### config.mk
export PLATFORM = sky130hd
export DESIGN_NAME = fga_ctrl_flat
export DESIGN_NICKNAME = d
export VERILOG_FILES = /design/src/fga_pkg.sv /design/src/fga_link_if.sv /design/src/fga_ctrl.sv /design/src/flat_wrapper.sv
export SDC_FILE = /design/constraint.sdc
export NUM_CORES = 1
export LEC_CHECK = 0
export BUFFER_PORTS_ARGS = -buffer_cell sky130_fd_sc_hd__buf_2
export CAP_MARGIN = 20
export CORE_ASPECT_RATIO = 0.8
export CORE_MARGIN = 2
export CORE_UTILIZATION = 37
export DETAILED_ROUTE_END_ITERATION = 12
export GPL_TIMING_DRIVEN = 0
export PLACE_DENSITY = 0.64
export SYNTH_ARGS = -nofsm -noshare
export SYNTH_HDL_FRONTEND = slang
export SYNTH_SLANG_ARGS = --single-unit
### constraint.sdc
create_clock -name aclk -period 5.55 [get_ports aclk]
set_input_delay 1.665 -clock aclk [delete_from_list [all_inputs] [get_ports aclk]]
set_output_delay 1.665 -clock aclk [all_outputs]
set_load 0.03 [all_outputs]
### src/fga_pkg.sv
// Purpose: shared constants and types of the flash region access guard
// Assumes: 32-bit descriptor words, 25-bit flash byte addresses, 4 KB pages
// Notes:   both ends and the region matcher use these names
package fga_pkg;
	// ----------------------------------------------------------------
	// descriptor field layout
	// ----------------------------------------------------------------
	localparam int DATA_W     = 32;
	localparam int FADDR_W    = 25;
	localparam int ID_W       = 16;
	localparam int PAGE_LSB   = 12;
	localparam int PAGE_W     = 13;
	localparam int LIMIT_LSB  = 16;
	localparam int BASE_LSB   = 0;
	localparam int WR_LSB     = 24;
	localparam int RD_LSB     = 16;
	localparam int ID_LSB     = 0;
	localparam int NR_LSB     = 24;
	localparam int NR_W       = 3;
	localparam int NREGIONS   = 4;
	localparam int NMASTERS   = 3;
	localparam int IDX_W      = 2;

	localparam logic [DATA_W-1:0] REGION_UNUSED    = 32'h0000_0FFF;
	localparam logic [DATA_W-1:0] REGION0_RESET    = 32'h0000_0000;
	localparam logic [DATA_W-1:0] MASTER_HOST_RST  = 32'h0000_0000;
	localparam logic [DATA_W-1:0] MASTER_ENG_RST   = 32'h0000_0000;
	localparam logic [DATA_W-1:0] MASTER_LAN_RST   = 32'h0000_0218;
	localparam logic [DATA_W-1:0] MASTER_RSVD_MASK = 32'hF0F0_0000;
	localparam logic [NR_W-1:0]   NR_RESET         = 3'h0;

	// lan region span limit, in pages
	localparam int LAN_MAX_SPAN_KB = 128;
	localparam int PAGE_KB         = 4;
	localparam logic [PAGE_W-1:0] LAN_MAX_SPAN =
		PAGE_W'(LAN_MAX_SPAN_KB / PAGE_KB);
	localparam logic [IDX_W-1:0]  LAN_REGION   = 2'h3;

	typedef enum logic [1:0] {SECT_REGION, SECT_MASTER, SECT_COUNT} fga_sect_t;
	typedef enum logic [1:0] {OP_READ, OP_WRITE, OP_ERASE} fga_op_t;

	// ----------------------------------------------------------------
	// controller register map (axi4-lite, byte addresses)
	// ----------------------------------------------------------------
	localparam int AXI_ADDR_W = 8;
	localparam logic [AXI_ADDR_W-1:0] OFS_DESC_DATA = 8'h00;
	localparam logic [AXI_ADDR_W-1:0] OFS_DESC_CMD  = 8'h04;
	localparam logic [AXI_ADDR_W-1:0] OFS_REQ_ADDR  = 8'h08;
	localparam logic [AXI_ADDR_W-1:0] OFS_REQ_CMD   = 8'h0C;
	localparam logic [AXI_ADDR_W-1:0] OFS_STATUS    = 8'h10;
	localparam int CMD_SECT_LSB = 0;
	localparam int CMD_IDX_LSB  = 4;
	localparam int REQ_ID_LSB   = 0;
	localparam int REQ_OP_LSB   = 16;
	localparam int REQ_ENG_BIT  = 18;
	localparam int STAT_BUSY    = 0;
	localparam int STAT_DONE    = 1;
	localparam int STAT_ERR     = 2;
	localparam logic [1:0] RESP_OKAY   = 2'h0;
	localparam logic [1:0] RESP_SLVERR = 2'h2;
	localparam logic [1:0] RESP_DECERR = 2'h3;
endpackage

### src/fga_link_if.sv
// Purpose: link between the controller end and the guard end
// Assumes: both ends on aclk
// Notes:   cfg is a one-cycle load pulse; req is valid/ready; rsp is a pulse
`timescale 1ns/1ns
interface fga_link_if;
	logic                          cfg_valid;
	fga_pkg::fga_sect_t            cfg_sect;
	logic [fga_pkg::IDX_W-1:0]     cfg_index;
	logic [fga_pkg::DATA_W-1:0]    cfg_data;
	logic                          req_valid;
	logic                          req_ready;
	logic [fga_pkg::ID_W-1:0]      req_id;
	logic [fga_pkg::FADDR_W-1:0]   req_addr;
	fga_pkg::fga_op_t              req_op;
	logic                          req_engine;
	logic                          rsp_valid;
	logic                          rsp_error;

	modport dev (input cfg_valid, cfg_sect, cfg_index, cfg_data,
		input req_valid, req_id, req_addr, req_op, req_engine,
		output req_ready, rsp_valid, rsp_error);
	modport ctl (output cfg_valid, cfg_sect, cfg_index, cfg_data,
		output req_valid, req_id, req_addr, req_op, req_engine,
		input req_ready, rsp_valid, rsp_error);
endinterface

### src/fga_ctrl.sv
// Purpose: axi4-lite front end that loads descriptor entries and issues requests
// Assumes: software writes the count, then regions, then masters
// Notes:   one request at a time; status shows busy, done and error
`timescale 1ns/1ns
module fga_ctrl (
	input  wire logic                           aclk,
	input  wire logic                           aresetn,
	input  wire logic                           ce,
	fga_link_if.ctl                             lnk,
	input  wire logic [fga_pkg::AXI_ADDR_W-1:0] s_axi_awaddr,
	input  wire logic                           s_axi_awvalid,
	output logic                                s_axi_awready,
	input  wire logic [fga_pkg::DATA_W-1:0]     s_axi_wdata,
	input  wire logic [3:0]                     s_axi_wstrb,
	input  wire logic                           s_axi_wvalid,
	output logic                                s_axi_wready,
	output logic [1:0]                          s_axi_bresp,
	output logic                                s_axi_bvalid,
	input  wire logic                           s_axi_bready,
	input  wire logic [fga_pkg::AXI_ADDR_W-1:0] s_axi_araddr,
	input  wire logic                           s_axi_arvalid,
	output logic                                s_axi_arready,
	output logic [fga_pkg::DATA_W-1:0]          s_axi_rdata,
	output logic [1:0]                          s_axi_rresp,
	output logic                                s_axi_rvalid,
	input  wire logic                           s_axi_rready
);
	logic [fga_pkg::AXI_ADDR_W-1:0] awaddr_ff;
	logic [fga_pkg::DATA_W-1:0]     wdata_ff;
	logic [3:0]                     wstrb_ff;
	logic                           do_wr;
	logic [fga_pkg::DATA_W-1:0]     desc_ff;
	logic [fga_pkg::DATA_W-1:0]     cmd_ff;
	logic                           busy_ff;
	logic                           done_ff;
	logic                           err_ff;
	logic [fga_pkg::PAGE_W-1:0]     span;
	logic                           lan_bad;
	logic                           cmd_wr;
	logic                           req_wr;
	logic [fga_pkg::DATA_W-1:0]     merged;
	logic [fga_pkg::DATA_W-1:0]     merge_old;

	// ----------------------------------------------------------------
	// axi4-lite write path
	// ----------------------------------------------------------------
	assign do_wr  = !s_axi_awready && !s_axi_wready && !s_axi_bvalid;
	assign span   = desc_ff[fga_pkg::LIMIT_LSB +: fga_pkg::PAGE_W]
		- desc_ff[fga_pkg::BASE_LSB +: fga_pkg::PAGE_W];
	// lan entry whose limit reaches past the allowed span is refused
	assign lan_bad = wdata_ff[fga_pkg::CMD_SECT_LSB +: 2] == fga_pkg::SECT_REGION
		&& wdata_ff[fga_pkg::CMD_IDX_LSB +: fga_pkg::IDX_W] == fga_pkg::LAN_REGION
		&& desc_ff[fga_pkg::LIMIT_LSB +: fga_pkg::PAGE_W]
		>= desc_ff[fga_pkg::BASE_LSB +: fga_pkg::PAGE_W]
		&& span > fga_pkg::LAN_MAX_SPAN;
	assign cmd_wr = do_wr && awaddr_ff == fga_pkg::OFS_DESC_CMD && !lan_bad;
	assign req_wr = do_wr && awaddr_ff == fga_pkg::OFS_REQ_CMD && !busy_ff;
	assign merge_old = (awaddr_ff == fga_pkg::OFS_REQ_ADDR) ? fga_pkg::DATA_W'(lnk.req_addr)
		: desc_ff;
	always_comb begin
		for (int b = 0; b < 4; b++) begin
			merged[b*8 +: 8] = wstrb_ff[b] ? wdata_ff[b*8 +: 8] : merge_old[b*8 +: 8];
		end
	end

	always_ff @(posedge aclk) begin
		if (!aresetn) begin
			s_axi_awready <= 1'b1;
			s_axi_wready  <= 1'b1;
			s_axi_bvalid  <= 1'b0;
			s_axi_bresp   <= fga_pkg::RESP_OKAY;
			awaddr_ff     <= '0;
			wdata_ff      <= '0;
			wstrb_ff      <= '0;
		end else if (ce) begin
			if (s_axi_awready && s_axi_awvalid) begin
				awaddr_ff     <= s_axi_awaddr;
				s_axi_awready <= 1'b0;
			end
			if (s_axi_wready && s_axi_wvalid) begin
				wdata_ff     <= s_axi_wdata;
				wstrb_ff     <= s_axi_wstrb;
				s_axi_wready <= 1'b0;
			end
			if (do_wr) begin
				s_axi_bvalid <= 1'b1;
				unique case (awaddr_ff)
					fga_pkg::OFS_DESC_DATA, fga_pkg::OFS_REQ_ADDR:
						s_axi_bresp <= fga_pkg::RESP_OKAY;
					fga_pkg::OFS_DESC_CMD:
						s_axi_bresp <= lan_bad ? fga_pkg::RESP_SLVERR : fga_pkg::RESP_OKAY;
					fga_pkg::OFS_REQ_CMD:
						s_axi_bresp <= busy_ff ? fga_pkg::RESP_SLVERR : fga_pkg::RESP_OKAY;
					default:
						s_axi_bresp <= fga_pkg::RESP_DECERR;
				endcase
			end
			if (s_axi_bvalid && s_axi_bready) begin
				s_axi_bvalid  <= 1'b0;
				s_axi_awready <= 1'b1;
				s_axi_wready  <= 1'b1;
			end
		end
	end

	// ----------------------------------------------------------------
	// descriptor loading and requests
	// ----------------------------------------------------------------
	always_ff @(posedge aclk) begin
		if (!aresetn) begin
			desc_ff       <= '0;
			lnk.cfg_valid <= 1'b0;
			lnk.cfg_sect  <= fga_pkg::SECT_REGION;
			lnk.cfg_index <= '0;
			lnk.cfg_data  <= '0;
		end else if (ce) begin
			if (do_wr && awaddr_ff == fga_pkg::OFS_DESC_DATA) begin
				desc_ff <= merged;
			end
			lnk.cfg_valid <= cmd_wr;
			if (cmd_wr) begin
				lnk.cfg_sect  <= fga_pkg::fga_sect_t'(wdata_ff[fga_pkg::CMD_SECT_LSB +: 2]);
				lnk.cfg_index <= wdata_ff[fga_pkg::CMD_IDX_LSB +: fga_pkg::IDX_W];
				// master entries leave with their reserved bits cleared
				lnk.cfg_data  <= (wdata_ff[fga_pkg::CMD_SECT_LSB +: 2] == fga_pkg::SECT_MASTER)
					? (desc_ff & ~fga_pkg::MASTER_RSVD_MASK) : desc_ff;
			end
		end
	end

	always_ff @(posedge aclk) begin
		if (!aresetn) begin
			cmd_ff         <= '0;
			lnk.req_addr   <= '0;
			lnk.req_valid  <= 1'b0;
			lnk.req_id     <= '0;
			lnk.req_op     <= fga_pkg::OP_READ;
			lnk.req_engine <= 1'b0;
			busy_ff        <= 1'b0;
			done_ff        <= 1'b0;
			err_ff         <= 1'b0;
		end else if (ce) begin
			if (do_wr && awaddr_ff == fga_pkg::OFS_REQ_ADDR) begin
				lnk.req_addr <= merged[fga_pkg::FADDR_W-1:0];
			end
			if (req_wr) begin
				cmd_ff         <= wdata_ff;
				lnk.req_valid  <= 1'b1;
				lnk.req_id     <= wdata_ff[fga_pkg::REQ_ID_LSB +: fga_pkg::ID_W];
				lnk.req_op     <= fga_pkg::fga_op_t'(wdata_ff[fga_pkg::REQ_OP_LSB +: 2]);
				lnk.req_engine <= wdata_ff[fga_pkg::REQ_ENG_BIT];
				busy_ff        <= 1'b1;
				done_ff        <= 1'b0;
			end else if (lnk.req_valid && lnk.req_ready) begin
				lnk.req_valid <= 1'b0;
			end
			if (busy_ff && lnk.rsp_valid) begin
				busy_ff <= 1'b0;
				done_ff <= 1'b1;
				err_ff  <= lnk.rsp_error;
			end
		end
	end

	// ----------------------------------------------------------------
	// axi4-lite read path
	// ----------------------------------------------------------------
	always_ff @(posedge aclk) begin
		if (!aresetn) begin
			s_axi_arready <= 1'b1;
			s_axi_rvalid  <= 1'b0;
			s_axi_rdata   <= '0;
			s_axi_rresp   <= fga_pkg::RESP_OKAY;
		end else if (ce) begin
			if (s_axi_arready && s_axi_arvalid) begin
				s_axi_arready <= 1'b0;
				s_axi_rvalid  <= 1'b1;
				s_axi_rresp   <= fga_pkg::RESP_OKAY;
				s_axi_rdata   <= '0;
				unique case (s_axi_araddr)
					fga_pkg::OFS_DESC_DATA: s_axi_rdata <= desc_ff;
					fga_pkg::OFS_DESC_CMD:  s_axi_rdata <= '0;
					fga_pkg::OFS_REQ_ADDR:  s_axi_rdata <= fga_pkg::DATA_W'(lnk.req_addr);
					fga_pkg::OFS_REQ_CMD:   s_axi_rdata <= cmd_ff;
					fga_pkg::OFS_STATUS: begin
						s_axi_rdata[fga_pkg::STAT_BUSY] <= busy_ff;
						s_axi_rdata[fga_pkg::STAT_DONE] <= done_ff;
						s_axi_rdata[fga_pkg::STAT_ERR]  <= err_ff;
					end
					default: s_axi_rresp <= fga_pkg::RESP_DECERR;
				endcase
			end
			if (s_axi_rvalid && s_axi_rready) begin
				s_axi_rvalid  <= 1'b0;
				s_axi_arready <= 1'b1;
			end
		end
	end
endmodule

### src/flat_wrapper.sv
// flat-port wrapper written by rule: the top's interface ports become plain ports
module fga_ctrl_flat 
  (aclk, aresetn, ce, s_axi_awaddr, s_axi_awvalid, s_axi_awready, s_axi_wdata, s_axi_wstrb, s_axi_wvalid, s_axi_wready, s_axi_bresp, s_axi_bvalid, s_axi_bready, s_axi_araddr, s_axi_arvalid, s_axi_arready, s_axi_rdata, s_axi_rresp, s_axi_rvalid, s_axi_rready, lnk_cfg_valid, lnk_cfg_sect, lnk_cfg_index, lnk_cfg_data, lnk_req_valid, lnk_req_id, lnk_req_addr, lnk_req_op, lnk_req_engine, lnk_req_ready, lnk_rsp_valid, lnk_rsp_error);
  fga_link_if lnk_i ();
  input  wire logic aclk;
  input  wire logic aresetn;
  input  wire logic ce;
  input  wire logic [fga_pkg::AXI_ADDR_W-1:0] s_axi_awaddr;
  input  wire logic s_axi_awvalid;
  output logic s_axi_awready;
  input  wire logic [fga_pkg::DATA_W-1:0] s_axi_wdata;
  input  wire logic [3:0] s_axi_wstrb;
  input  wire logic s_axi_wvalid;
  output logic s_axi_wready;
  output logic [1:0] s_axi_bresp;
  output logic s_axi_bvalid;
  input  wire logic s_axi_bready;
  input  wire logic [fga_pkg::AXI_ADDR_W-1:0] s_axi_araddr;
  input  wire logic s_axi_arvalid;
  output logic s_axi_arready;
  output logic [fga_pkg::DATA_W-1:0] s_axi_rdata;
  output logic [1:0] s_axi_rresp;
  output logic s_axi_rvalid;
  input  wire logic s_axi_rready;
  output wire logic [$bits(lnk_i.cfg_valid)-1:0] lnk_cfg_valid;
  output wire logic [$bits(lnk_i.cfg_sect)-1:0] lnk_cfg_sect;
  output wire logic [$bits(lnk_i.cfg_index)-1:0] lnk_cfg_index;
  output wire logic [$bits(lnk_i.cfg_data)-1:0] lnk_cfg_data;
  output wire logic [$bits(lnk_i.req_valid)-1:0] lnk_req_valid;
  output wire logic [$bits(lnk_i.req_id)-1:0] lnk_req_id;
  output wire logic [$bits(lnk_i.req_addr)-1:0] lnk_req_addr;
  output wire logic [$bits(lnk_i.req_op)-1:0] lnk_req_op;
  output wire logic [$bits(lnk_i.req_engine)-1:0] lnk_req_engine;
  input wire logic [$bits(lnk_i.req_ready)-1:0] lnk_req_ready;
  input wire logic [$bits(lnk_i.rsp_valid)-1:0] lnk_rsp_valid;
  input wire logic [$bits(lnk_i.rsp_error)-1:0] lnk_rsp_error;
  assign lnk_cfg_valid = lnk_i.cfg_valid;
  assign lnk_cfg_sect = lnk_i.cfg_sect;
  assign lnk_cfg_index = lnk_i.cfg_index;
  assign lnk_cfg_data = lnk_i.cfg_data;
  assign lnk_req_valid = lnk_i.req_valid;
  assign lnk_req_id = lnk_i.req_id;
  assign lnk_req_addr = lnk_i.req_addr;
  assign lnk_req_op = lnk_i.req_op;
  assign lnk_req_engine = lnk_i.req_engine;
  assign lnk_i.req_ready = lnk_req_ready;
  assign lnk_i.rsp_valid = lnk_rsp_valid;
  assign lnk_i.rsp_error = lnk_rsp_error;
  fga_ctrl u_core (.aclk(aclk), .aresetn(aresetn), .ce(ce), .lnk(lnk_i), .s_axi_awaddr(s_axi_awaddr), .s_axi_awvalid(s_axi_awvalid), .s_axi_awready(s_axi_awready), .s_axi_wdata(s_axi_wdata), .s_axi_wstrb(s_axi_wstrb), .s_axi_wvalid(s_axi_wvalid), .s_axi_wready(s_axi_wready), .s_axi_bresp(s_axi_bresp), .s_axi_bvalid(s_axi_bvalid), .s_axi_bready(s_axi_bready), .s_axi_araddr(s_axi_araddr), .s_axi_arvalid(s_axi_arvalid), .s_axi_arready(s_axi_arready), .s_axi_rdata(s_axi_rdata), .s_axi_rresp(s_axi_rresp), .s_axi_rvalid(s_axi_rvalid), .s_axi_rready(s_axi_rready));
endmodule
**Yosys cells after proc, flatten, opt, wreduce, memory -nomap -nowiden**

Cells that the tools add are included.

- Word-level logic and storage cells: 117
- Bits in registers: 234
- Output and inout bits: 123
- Bits of input ports: 63

- Order comparisons: 2
- Reduce and logical (&&, ||, !) cells: 51
- Add/sub/neg operators: 1
- Equality and inequality tests: 9
- Mux-type cells: 28

Operators by type and width:

| cell | number |
|---|---|
| 29-bit one-hot mux with 3 select lines | 1 |
| 32-bit 2-to-1 mux | 2 |
| 8-bit by 4-bit == test with 1-bit output, second input constant | 4 |
| 8-bit 2-to-1 mux | 4 |
| 2-bit AND reduction | 15 |
| 1-bit logical AND | 18 |
| 8-bit by 3-bit == test with 1-bit output, second input constant | 2 |
| 8-bit logical NOT | 2 |
| 1-bit 2-to-1 mux | 16 |
| 2-bit nonzero test | 7 |
| 13-bit greater-or-equal comparator | 1 |
| 13-bit by 6-bit > comparator with 1-bit output, second input constant | 1 |
| 13-bit subtractor | 1 |
| 3-bit one-hot mux with 4 select lines | 1 |
| 8-bit by 5-bit == test with 1-bit output, second input constant | 1 |
| 2-bit 2-to-1 mux | 3 |
| 2-bit one-hot mux with 3 select lines | 1 |
| 1-bit logical NOT | 5 |
| 5-bit OR reduction | 1 |
| 3-bit AND reduction | 1 |
| 2-bit by 1-bit == test with 1-bit output, second input constant | 1 |
| 2-bit == test, second input constant | 1 |
| 2-bit logical NOT | 1 |
| 2-bit OR reduction | 1 |

**Depth between registers and ports, before layout**

Gate-level depths: netlist of run 1.

- Depth in word-level cells: 7
- Mapped depth: 12
- Mapped depth without buffers: 10

**Worst setup path after synthesis of run 1**

OpenSTA, ideal clock, no wires.

- Path type: input-to-reg
- Start: in ce
- End: reg u_core.desc_ff[16] (netlist bit)
- Slack: 1.877 ns
- Arrival: 3.598 ns
- Cell stages on the path: 7
- Library setup time: 0.076 ns
- Data required time: 5.474 ns
- Buffers on the path: 2
- Path through: buf_2 -> nor4b_1 -> nand4_1 -> nor3_1 -> clkbuf_1 -> nand3_1 -> a21boi_0

- Cells in the longest elaborated chain, start to end: 1

Ends and longest elaborated chain:

| element | RTL line | text |
|---|---|---|
| start: declaration | flat_wrapper.sv:7 | `input wire logic ce;` |
| 2-bit AND reduction (no line) | n/a |  |
| end signal: assignment | fga_ctrl.sv:118 | `desc_ff <= merged;` |
| end: declaration | fga_ctrl.sv:32 | `logic [fga_pkg::DATA_W-1:0] desc_ff;` |

Every way passes these cells.
A chain may end at the register's enable or synchronous reset.

**Worst setup path after layout of run 1**

- Start: in ce
- End: reg u_core.lnk.req_addr[12]

- Cells in the longest elaborated chain, start to end: 1

Ends and longest elaborated chain:

| element | RTL line | text |
|---|---|---|
| 2-bit AND reduction (no line) | n/a |  |
| end signal: assignment | fga_ctrl.sv:144 | `lnk.req_addr <= merged[fga_pkg::FADDR_W-1:0];` |
| end: declaration | fga_link_if.sv:23 | `output req_valid, req_id, req_addr, req_op, req_engine,` |

Every way passes these cells.

==> summary.md, run 1 <==
| Metric | Value |
|---|---|
| Status | `finished, final reports clean` |
| Boundary pin count | `186` |
| Die Span X | `184.6 µm` |
| Setup Buffers After CTS | `0` |
| Final setup violating endpoints | `0` |
| R2R cell count | `12` |
| Vias per inst | `5.198` |
| Root buf cell | `clkbuf_16` |
| Routed WL | `32000 µm` |
| Placed insts | `1675` |
| I/O Buffers | `183` |
| Netlist cell types | `56` |
| Worst-skew pair later-pin latency | `about 0.52 ns` |
| Final GP Congestion | `0.8641` |
| Hold/Removal Path Class | `reg2reg` |
| Kind of critical path | `in2reg` |
| Pins over their slew limit | `0` |
| Detail Route Antenna Nets | `0` |
| Global-route wire length before repair | `48650 µm` |
| CP arrival | `4.66 ns` |
| Largest net degree at the start of global routing | `14` |
| Vias in the first global route | `roughly 8400` |
| GRT Resource Usage Total | `23.07%` |
| Clk slew on worst S/H paths | `0.06 ns` |
| Yosys reg bits | `214` |
| RR Endpoint | `u_core.lnk.cfg_data[21]` |
| CTS tree | `done` |
| Chip height | `148.5 µm` |
| Post-Synth XOR/XNOR Area | `0.1815%` |
| CTS max path bufs | `3` |
| Final Hold Vio Count | `0` |
| Number of fill cells | `2546` |
| Core Area | `25440 µm²` |
| Worst endpoint required time | `5.99 ns` |
| Mean routed wirelength per cell | `roughly 19 µm` |
| Row cnt | `52` |
| Area growth syn-to-layout | `21.91%` |
| Tcrit/Tclk final | `75.96%` |
| Die area | `around 27000 µm²` |
| Sequential element share of the synthesized area | `44.39%` |
| Power Total | `between 3 and 4 mW` |
| EDFF count, synth | `0` |
| Worst Skew | `0.01717 ns` |
| Unrepaired setup endpoints after global routing | `no` |
| Worst hold slack | `0.4543 ns` |
| Crit path cell chain | `buf_2 -> nor4b_1 -> nand4_1 -> nor3_2 -> clkbuf_1 -> nand3_1 -> a21boi_0` |
| YS warnings | `0` |
| Number of remaining DRC errors | `0` |
| Initial DRT Pass Iterations | `6` |
| Final non-filler cell total | `1715` |
| Area leader, netlist | `dfxtp_1` |
| Worst R2R Start | `u_core.desc_ff[1]` |
| Share of cells above drive strength 1 | `18.78%` |
| Simple-gate share of the synthesized area | `21.17%` |
| Area share of fa/ha/maj cells after synthesis | `1.685%` |
| Post-synthesis compound-gate area fraction | `18.83%` |
| VDD IR max | `roughly 200 µV` |
| Largest family of logic cells by synthesized area | `simple AND/OR/NAND/NOR gates` |
| Maximum clock rate | `237.2 MHz` |
| Clk pwr share | `46.7%` |
| Critical Path Start | `ce` |
| Initial antenna violation count | `0` |
| Switch share | `a little under a quarter` |
| DPL Wire Length | `~24000 µm` |
| Setup TNS | `0 ns` |
| Total gr overflow | `0` |
| Initial Util | `37.94%` |
| Post-synth top flop | `dfxtp_1` |
| CTS Buf Count | `23` |
| Seq pwr share | `47.9%` |
| Via count | `8914` |
| Rel. slew slack | `29.74%` |
| Max incr delay on CP | `0.86 ns` |
| CP Capture Type | `register` |
| Nets@finish | `1425` |
| Worst Setup Start Kind | `primary input` |
| Max cap viols | `0` |
| Cell area after synthesis | `9651 µm²` |
| Share of the synthesized area in the top cell type | `44.39%` |
| Pint | `2.514 mW` |
| Hold-fix buffers at CTS | `0` |
| Static Leak | `between 4 and 5 nW` |
| Critical Path Sink | `u_core.lnk.req_addr[12]` |
| Worst hold start | `u_core.lnk.cfg_data[13]` |
| # clock sinks | `around 210` |
| Avg Inst Size Synth | `8.473 µm²` |
| Switch Pwr | `about 0.77 mW` |
| Worst reg2reg setup slack | `1.90 ns` |
| CP max-delay cell | `nor4b_1` |
| Worst-path fanout max | `10` |
| Tmin final | `4.216 ns` |
| Async set or reset register ratio after synthesis | `0%` |
| Starting DRT DRC Count | `856` |
| Synth area leaders | `dfxtp_1, nand2_1, a21boi_0, mux2i_1, nand3_1` |
| Post-synthesis net count | `about 1200` |
| Pwr per Cell Area | `279.4 nW/µm²` |
| Measured slew at the worst slew-check pin | `1.039 ns` |
| CTS H-tree depth | `1` |
| Combinational power share | `about 5.5%` |
| Cells after Synth | `1139` |
| Post-CTS sizing | `0` |
| Multiplexer share of the synthesized area | `between 7 and 8%` |
-- final cells by class --
cell class	count	area [µm²]	share of cell area, %
Buffer	95	494.2	4.201
Multi-Input combinational cell	806	4782	40.65
Sequential cell	214	4284	36.41
Tap cell	351	439.2	3.733
Clock buffer	33	683.2	5.807
Inverter	24	90.09	0.7657
Antenna cell	1	2.502	0.02127
Clock inverter	6	61.31	0.5211
Timing Repair Buffer	185	928.4	7.891
-- state kept, by name (all words and copies together) (netlist names), 2 cells and up --
| register | flops |
|---|---|
| u_core.awaddr_ff | 8 |
| u_core.s_axi_bresp | 2 |
| u_core.lnk.cfg_data | 32 |
| u_core.desc_ff | 32 |
| u_core.s_axi_rdata | 32 |
| u_core.wstrb_ff | 4 |
| u_core.lnk.cfg_index | 2 |
| u_core.wdata_ff | 32 |
| u_core.cmd_ff | 32 |
| u_core.lnk.req_addr | 25 |
| u_core.lnk.cfg_sect | 2 |
-- how the worst min path moves through the flow --
stage,endpoint,depth (start not counted),slack [ns]
after floorplan,u_core.cmd_ff[25],2,0.44
final,u_core.lnk.cfg_data[13],2,0.45
after CTS,u_core.lnk.cfg_data[3],2,0.46
after detailed placement,u_core.lnk.cfg_index[1],2,0.44
after global placement,u_core.lnk.cfg_data[24],2,0.44
after global routing,u_core.lnk.cfg_data[24],2,0.48
-- stage by stage --
stage	setup WS [ns]	cell area [µm²]	utilization [%]
final	1.334	11770	46.25
after global routing	1.113	11760	46.24
after CTS	1.452	11760	46.24
after detailed placement	0.9151	11020	43.31
after global placement	0.4493	11010	43.26
after floorplan	1.877	9651	-
-- cells in the mapped netlist (12+ instances only) --
master      n
dfxtp_1   214
buf_4      19
nand2_1   314
clkbuf_1   69
mux2i_1    73
a21boi_0  127
ha_1       13
o21ai_0    29
nor2b_1    47
nor2_1     12
inv_1      24
a21oi_1    13
a22oi_1    34
nand3_1    66
-- worst max-delay path, delay by kind of cell --
family,cells,cell delay [ns]
buffers and inverters,2,0.66
and+or+nand+nor,4,2.14
AOI/OAI and AO/OA,1,0.19
-- cells by family (layout without fill, tap and decap cells) --
logic type | count (synthesis) | after routing
and+or+nand+nor | 467 | 467
AOI/OAI and AO/OA | 250 | 250
muxes | 74 | 74
other | 0 | 1
xor gates and xnor gates | 2 | 2
DFF | 214 | 214
buffers and inverters | 119 | 343
adders and majority gates | 13 | 13
-- per-layer routing --
metal / vias to the layer above / track usage (%) / share of wire, %
li1: 4303 / - / -
met1: 4203 / 35.10 / 49
met2: 364 / 33.57 / 41
met3: 44 / 3.428 / 8.0
met4: 0 / 6.440 / 2.4
met5: - / 0 / 0
-- power groups by stage --
stage                     clock network, mW  registers (mW)  logic, mW
after floorplan                           0            1.61     0.0975
after global placement                    0            1.61      0.176
after detailed placement                  0            1.61      0.179
after CTS                              1.55            1.57      0.179
after global routing                   1.61            1.58      0.195
final                                  1.53            1.57      0.180
-- cell usage in the layout, fill, tap and decap left out, types with 3 or more instances in the layout --
cell type / count
nand2_1: 314
buf_2: 185
nor2_1: 12
clkinv_2: 3
clkbuf_16: 23
clkbuf_1: 72
o21ai_0: 29
a21oi_1: 13
inv_1: 24
mux2i_1: 73
a22o_1: 7
nor2b_1: 47
ha_1: 13
nor3_1: 6
or2_2: 3
nand3_1: 66
a32oi_1: 3
nand2b_1: 4
buf_12: 4
and3_1: 3
a22oi_1: 34
o21a_1: 4
o22ai_1: 3
a21o_1: 5
dfxtp_1: 214
a21boi_0: 127
a31oi_1: 3
clkbuf_8: 7
and4_1: 3
buf_4: 20
Power figures use the tool's default switching activity.
==> inputs of run 2 (changes only) <==
PLACE_DENSITY = 0.66   (was 0.64)
clock period = 3.64 ns   (was 5.55 ns; I/O delays follow)
==> summary.md, run 2 (same netlist as run 1, synthesis figures left out) <==
| Metric | Value |
|---|---|
| Static Leak | `4.661 nW (+1.5%)` |
| Mean routed wirelength per cell | `18.84 µm (+0.95%)` |
| Die area | `27400 µm² (unchanged)` |
| RR Endpoint | `u_core.lnk.cfg_data[16]` |
| R2R cell count | `12 (unchanged)` |
| Final GP Congestion | `0.9256 (+7.1%)` |
| Final setup violating endpoints | `0 (unchanged)` |
| Largest net degree at the start of global routing | `14 (unchanged)` |
| DPL Wire Length | `24990 µm (+2.3%)` |
| CP arrival | `3.94 ns (-0.72 ns)` |
| Clk slew on worst S/H paths | `0.06 ns (about the same)` |
| Worst reg2reg setup slack | `0.13 ns (-1.77 ns)` |
| Detail Route Antenna Nets | `0 (unchanged)` |
| CTS max path bufs | `3 (unchanged)` |
| Nets@finish | `1426 (+0.070%)` |
| Vias per inst | `5.151 (-0.90%)` |
| Status | `finished, final reports clean` |
| Worst endpoint required time | `4.08 ns (-1.91 ns)` |
| Rel. slew slack | `44.35% (+15 points)` |
| VDD IR max | `393.1 µV (+100%)` |
| Final Core Density | `46.82% (+0.58 points)` |
| Global-route wire length before repair | `49460 µm (+1.7%)` |
| Pint | `4.133 mW (+64%)` |
| Max cap viols | `0 (unchanged)` |
| Row cnt | `52 (unchanged)` |
| Measured slew at the worst slew-check pin | `0.8302 ns (-0.2091 ns)` |
| Worst Setup Start Kind | `register` |
| Pins over their slew limit | `0 (unchanged)` |
| Pwr per Cell Area | `450.0 nW/µm² (+61%)` |
| Kind of critical path | `reg2reg` |
| Chip height | `148.5 µm (unchanged)` |
| Root buf cell | `clkbuf_16` |
| Area growth syn-to-layout | `23.43%` |
| CP Capture Type | `register` |
| Combinational power share | `5.1% (-0.4 points)` |
| Critical Path Sink | `u_core.lnk.cfg_data[16]` |
| Post-route setup slack | `0.1326 ns (-1.201 ns)` |
| Vias in the first global route | `8369 (+0.22%)` |
| Die Span X | `184.6 µm (unchanged)` |
| Worst-path fanout max | `10 (unchanged)` |
| N_diodes | `0 (-1)` |
| Tmin final | `3.507 ns` |
| Unrepaired setup endpoints after global routing | `no` |
| Seq pwr share | `44.8% (-3.1 points)` |
| Commonest non-fill, non-tap cells in the layout | `nand2_1, dfxtp_1, buf_2` |
| # clock sinks | `214 (unchanged)` |
| Power Total | `5.360 mW (+63%)` |
| Critical Path Start | `u_core.desc_ff[4]` |
| Number of remaining DRC errors | `0 (unchanged)` |
| Clk pwr share | `50.1% (+3.4 points)` |
| CTS tree | `done` |
| Via count | `8844 (-0.79%)` |
| Initial DRT Pass Iterations | `6 (unchanged)` |
| Most common cell after layout, fill and taps aside | `nand2_1` |
| I/O Buffers | `183 (unchanged)` |
| Routed WL | `32350 µm (+1.1%)` |
| Core Area | `25440 µm² (unchanged)` |
| CTS Buf Count | `24 (+4.3%)` |
| Hold/Removal Path Class | `reg2reg` |
| Worst-skew pair later-pin latency | `0.53 ns (about the same)` |
| Setup Buffers After CTS | `0 (unchanged)` |
| Setup TNS | `0 ns (unchanged)` |
| Worst R2R Start | `u_core.desc_ff[4]` |
| Switch share | `22.90% (-0.60 points)` |
| Final Hold Vio Count | `0 (unchanged)` |
| Starting DRT DRC Count | `912 (+6.5%)` |
| Share of cells above drive strength 1 | `19.25% (+0.47 points)` |
| Boundary pin count | `186 (unchanged)` |
| Setup WS pre-CTS | `-0.5648 ns (-1.480 ns)` |
| Maximum clock rate | `285.1 MHz` |
| Tcrit/Tclk final | `96.36%` |
| GRT Resource Usage Total | `23.40% (+0.32 points)` |
| CTS H-tree depth | `1 (unchanged)` |
| Total gr overflow | `0 (unchanged)` |
| Number of fill cells | `2510 (-1.4%)` |
| Initial Util | `37.94% (unchanged)` |
| Switch Pwr | `1.227 mW (+59%)` |
| Worst Skew | `0.02523 ns (+0.008064 ns)` |
| Initial antenna violation count | `0 (unchanged)` |
run 2: cell types whose count changed in the layout (fill, tap and decap cells not counted), sizes merged:
cell / delta
bufinv: +4
clkbuf: -1
clkinv: +1
diode: -1
inv: -1
run 2: worst min-delay path by stage:
stage,from,end,cells after the start
2_1_floorplan,u_core.cmd_ff[25],u_core.cmd_ff[25],2
3_5_place_dp,u_core.lnk.cfg_index[0],u_core.lnk.cfg_index[0],2
6_report,u_core.lnk.cfg_data[23],u_core.lnk.cfg_data[23],2
4_1_cts,u_core.lnk.cfg_data[31],u_core.lnk.cfg_data[31],2
3_3_place_gp,u_core.lnk.cfg_data[31],u_core.lnk.cfg_data[31],2
5_1_grt,u_core.lnk.cfg_data[0],u_core.lnk.cfg_data[0],2
run 2: layout make-up:
type	count	area [µm²]	area share, %
inverters	24	90.09	0.7563
well taps	351	439.2	3.687
flip-flops and latches	214	4284	35.97
clock inverters	10	192.7	1.618
multi-input cells	806	4802	40.32
repair buffers	185	928.4	7.794
plain buffers	95	494.2	4.149
clock buffers	32	680.7	5.714
run 2: worst max-delay path, cell delays in order (launching register included):
cell and delay (ns):
dfxtp_1 0.44, inv_1 0.08, ha_1 0.40, and2_4 0.19
a311oi_2 0.45, a211oi_2 0.15, mux2_1 0.34, or4_4 0.53
nor4_2 0.16, a41o_2 0.17, buf_12 0.15, buf_12 0.15
mux2i_1 0.20
run 2: what timing repair did:
item | 4_1_cts | 5_1_grt
pin swaps | 0 | 0
hold buffers | 0 | 0
resized for setup | 1 | 3
setup endpoints to repair | 3 | 29
run 2: power by group through the flow:
stage	Clock (mW)	Combinational [mW]	Sequential, mW
5_1_grt	2.82	0.296	2.40
4_1_cts	2.71	0.274	2.40
3_3_place_gp	0	0.270	2.45
6_report	2.69	0.275	2.40
2_1_floorplan	0	0.149	2.45
3_5_place_dp	0	0.273	2.45
run 2: routing by layer:
metal,up-vias,wire length (µm),track usage [%]
li1,4287,-,-
met1,4184,15740,35.18
met2,335,13500,35.36
met3,38,2593,3.599
met4,0,510,4.600
met5,-,0,0
run 2: per-stage QoR:
| step | hold WS (ns) | instance area, µm² | std cells |
|---|---|---|---|
| 3_3_place_gp | 0.4413 | 11010 | 1673 |
| 2_1_floorplan | 0.4432 | 9651 | 1139 |
| 5_1_grt | 0.4739 | 11910 | 1717 |
| 4_1_cts | 0.4541 | 11900 | 1717 |
| 3_5_place_dp | 0.4436 | 11020 | 1675 |
| 6_report | 0.4550 | 11910 | 1717 |
==> inputs of run 3 (changes only) <==
GPL_TIMING_DRIVEN = not set   (was 0)
==> summary.md, run 3 (same netlist as run 1, synthesis figures left out) <==
| Metric | Value |
|---|---|
| Status | `finished, final reports clean` |
| Nets@finish | `1357 (-4.8%)` |
| Share of cells above drive strength 1 | `20.34% (+1.1 points)` |
| Detail Route Antenna Nets | `0 (unchanged)` |
| Top Metal Used | `met4` |
| R2R cell count | `11 (-1)` |
| Measured slew at the worst slew-check pin | `0.7866 ns (-0.04367 ns)` |
| Initial antenna violation count | `0 (unchanged)` |
| Switch share | `23.14% (+0.24 points)` |
| Via count | `8466 (-4.3%)` |
| I/O Buffers | `185 (+1.1%)` |
| Chip height | `148.5 µm (unchanged)` |
| Placed insts | `1607 (-4.1%)` |
| DPL Wire Length | `21320 µm (-15%)` |
| Final Instance Area | `11560 µm² (-2.9%)` |
| CTS max path bufs | `3 (unchanged)` |
| Tcrit/Tclk final | `94.62% (-1.7 points)` |
| Boundary pin count | `186 (unchanged)` |
| CTS tree | `done` |
| Root buf cell | `clkbuf_16` |
| Pins over their slew limit | `0 (unchanged)` |
| Final Hold Vio Count | `0 (unchanged)` |
| Worst-skew pair later-pin latency | `0.51 ns (-0.02 ns)` |
| Rel. slew slack | `47.56% (+3.2 points)` |
| Total gr overflow | `0 (unchanged)` |
| Post-CTS sizing | `0 (-1)` |
| Max cap viols | `0 (unchanged)` |
| VDD IR max | `382.9 µV (-2.6%)` |
| Row cnt | `52 (unchanged)` |
| Final GP Congestion | `0.9139 (-1.3%)` |
| Kind of critical path | `reg2reg` |
| Worst Skew | `0.01564 ns (-0.009587 ns)` |
| Worst Setup Start Kind | `register` |
| Area growth syn-to-layout | `19.84%` |
| Combinational power share | `4.9% (-0.2 points)` |
| Hold/Removal Path Class | `reg2reg` |
| Maximum clock rate | `290.3 MHz (+1.8%)` |
| Routed WL | `29630 µm (-8.4%)` |
| CP Capture Type | `register` |
| Vias in the first global route | `7758 (-7.3%)` |
| Most common cell after layout, fill and taps aside | `nand2_1` |
| Number of remaining DRC errors | `0 (unchanged)` |
| Worst hold start | `u_core.lnk.cfg_data[28]` |
| Starting DRT DRC Count | `810 (-11%)` |
| Clk pwr share | `46.8% (-3.3 points)` |
| Final setup violating endpoints | `0 (unchanged)` |
| Met3 routed WL | `2254 µm (-13%)` |
| Clk slew on worst S/H paths | `0.07 ns (about the same)` |
| Largest net degree at the start of global routing | `82 (+68)` |
| GRT Resource Usage Total | `21.33% (-2.1 points)` |
| Die Span X | `184.6 µm (unchanged)` |
| Unrepaired setup endpoints after global routing | `no` |
| Core Area | `25440 µm² (unchanged)` |
| Worst R2R Start | `u_core.desc_ff[1]` |
| CTS H-tree depth | `1 (unchanged)` |
| Pwr per Cell Area | `430.4 nW/µm² (-4.4%)` |
| Pint | `3.826 mW (-7.4%)` |
| WHS Path Cells | `2 (unchanged)` |
| Global-route wire length before repair | `45690 µm (-7.6%)` |
| Final non-filler cell total | `1649 (-4.0%)` |
| Setup TNS | `0 ns (unchanged)` |
| Critical Path Start | `u_core.desc_ff[1]` |
| N_diodes | `0 (unchanged)` |
| Vias per inst | `5.134 (-0.33%)` |
| Worst-path fanout max | `37 (+27)` |
| Placed Instance Area | `10810 µm² (-1.9%)` |
| DR WL met2 | `11760 µm (-13%)` |
| Switch Pwr | `1.152 mW (-6.2%)` |
| Commonest non-fill, non-tap cells in the layout | `nand2_1, dfxtp_1, buf_2` |
| Metal1 wirelength | `15070 µm (-4.3%)` |
| Static Leak | `4.537 nW (-2.7%)` |
| Hold-fix buffers at CTS | `0 (unchanged)` |
| # clock sinks | `214 (unchanged)` |
| Tmin final | `3.444 ns (-0.06310 ns)` |
| CTS Buf Count | `23 (-4.2%)` |
| Seq pwr share | `48.4% (+3.6 points)` |
| Initial Util | `37.94% (unchanged)` |
| Die area | `27400 µm² (unchanged)` |
| CP arrival | `3.88 ns (-0.06 ns)` |
| Worst endpoint required time | `4.07 ns (about the same)` |
| Setup Buffers After CTS | `0 (unchanged)` |
| Initial DRT Pass Iterations | `5 (-1)` |
| Mean routed wirelength per cell | `17.97 µm (-4.6%)` |
run 3: final timing paths:
path,end,slack (ns)
max,u_core.lnk.cfg_data[13],0.20
min,u_core.lnk.cfg_data[28],0.45
max reg2reg,u_core.lnk.cfg_data[13],0.20
min reg2reg,u_core.lnk.cfg_data[28],0.45
run 3: power by group through the flow:
stage / registers, mW / logic [mW] / clock network [mW]
6_report: 2.41 / 0.243 / 2.33
5_1_grt: 2.41 / 0.266 / 2.47
4_1_cts: 2.41 / 0.244 / 2.37
3_5_place_dp: 2.46 / 0.243 / 0
3_3_place_gp: 2.46 / 0.242 / 0
2_1_floorplan: 2.45 / 0.149 / 0
run 3: metrics by stage:
step | hold WS, ns | worst slack (ns) | util [%] | power [mW]
detailed placement | 0.4441 | 0.2282 | 42.50 | 2.701
global route | 0.4714 | 0.03472 | 45.46 | 5.151
global placement | 0.4397 | 0.3672 | 42.50 | 2.700
CTS | 0.4590 | 0.2074 | 45.46 | 5.016
finish | 0.4546 | 0.1957 | 45.46 | 4.977
floorplan | 0.4432 | 0.5399 | - | 2.596
run 3: critical path: stages, from the launching register on:
cell	delay, ns
dfxtp_1	0.37
inv_1	0.06
ha_1	0.31
nor2b_1	0.27
o2111ai_1	0.26
a211oi_1	0.38
mux2_1	0.36
or4_4	0.52
nor4_2	0.16
a41o_2	0.17
buf_12	0.26
mux2i_1	0.23
run 3: routing by layer:
layer	up-vias	global-route usage, %
li1	4151	-
met1	3971	33.57
met2	302	29.74
met3	42	3.918
met4	0	4.560
met5	-	0
run 3: layout make-up:
class,instances,area [µm²]
Timing Repair Buffer,212,1197
Tap cell,351,439.2
Multi-Input combinational cell,806,4801
Clock buffer,33,673.1
Fill cell,2511,13870
Inverter,24,90.09
Clock inverter,9,80.08
Sequential cell,214,4284
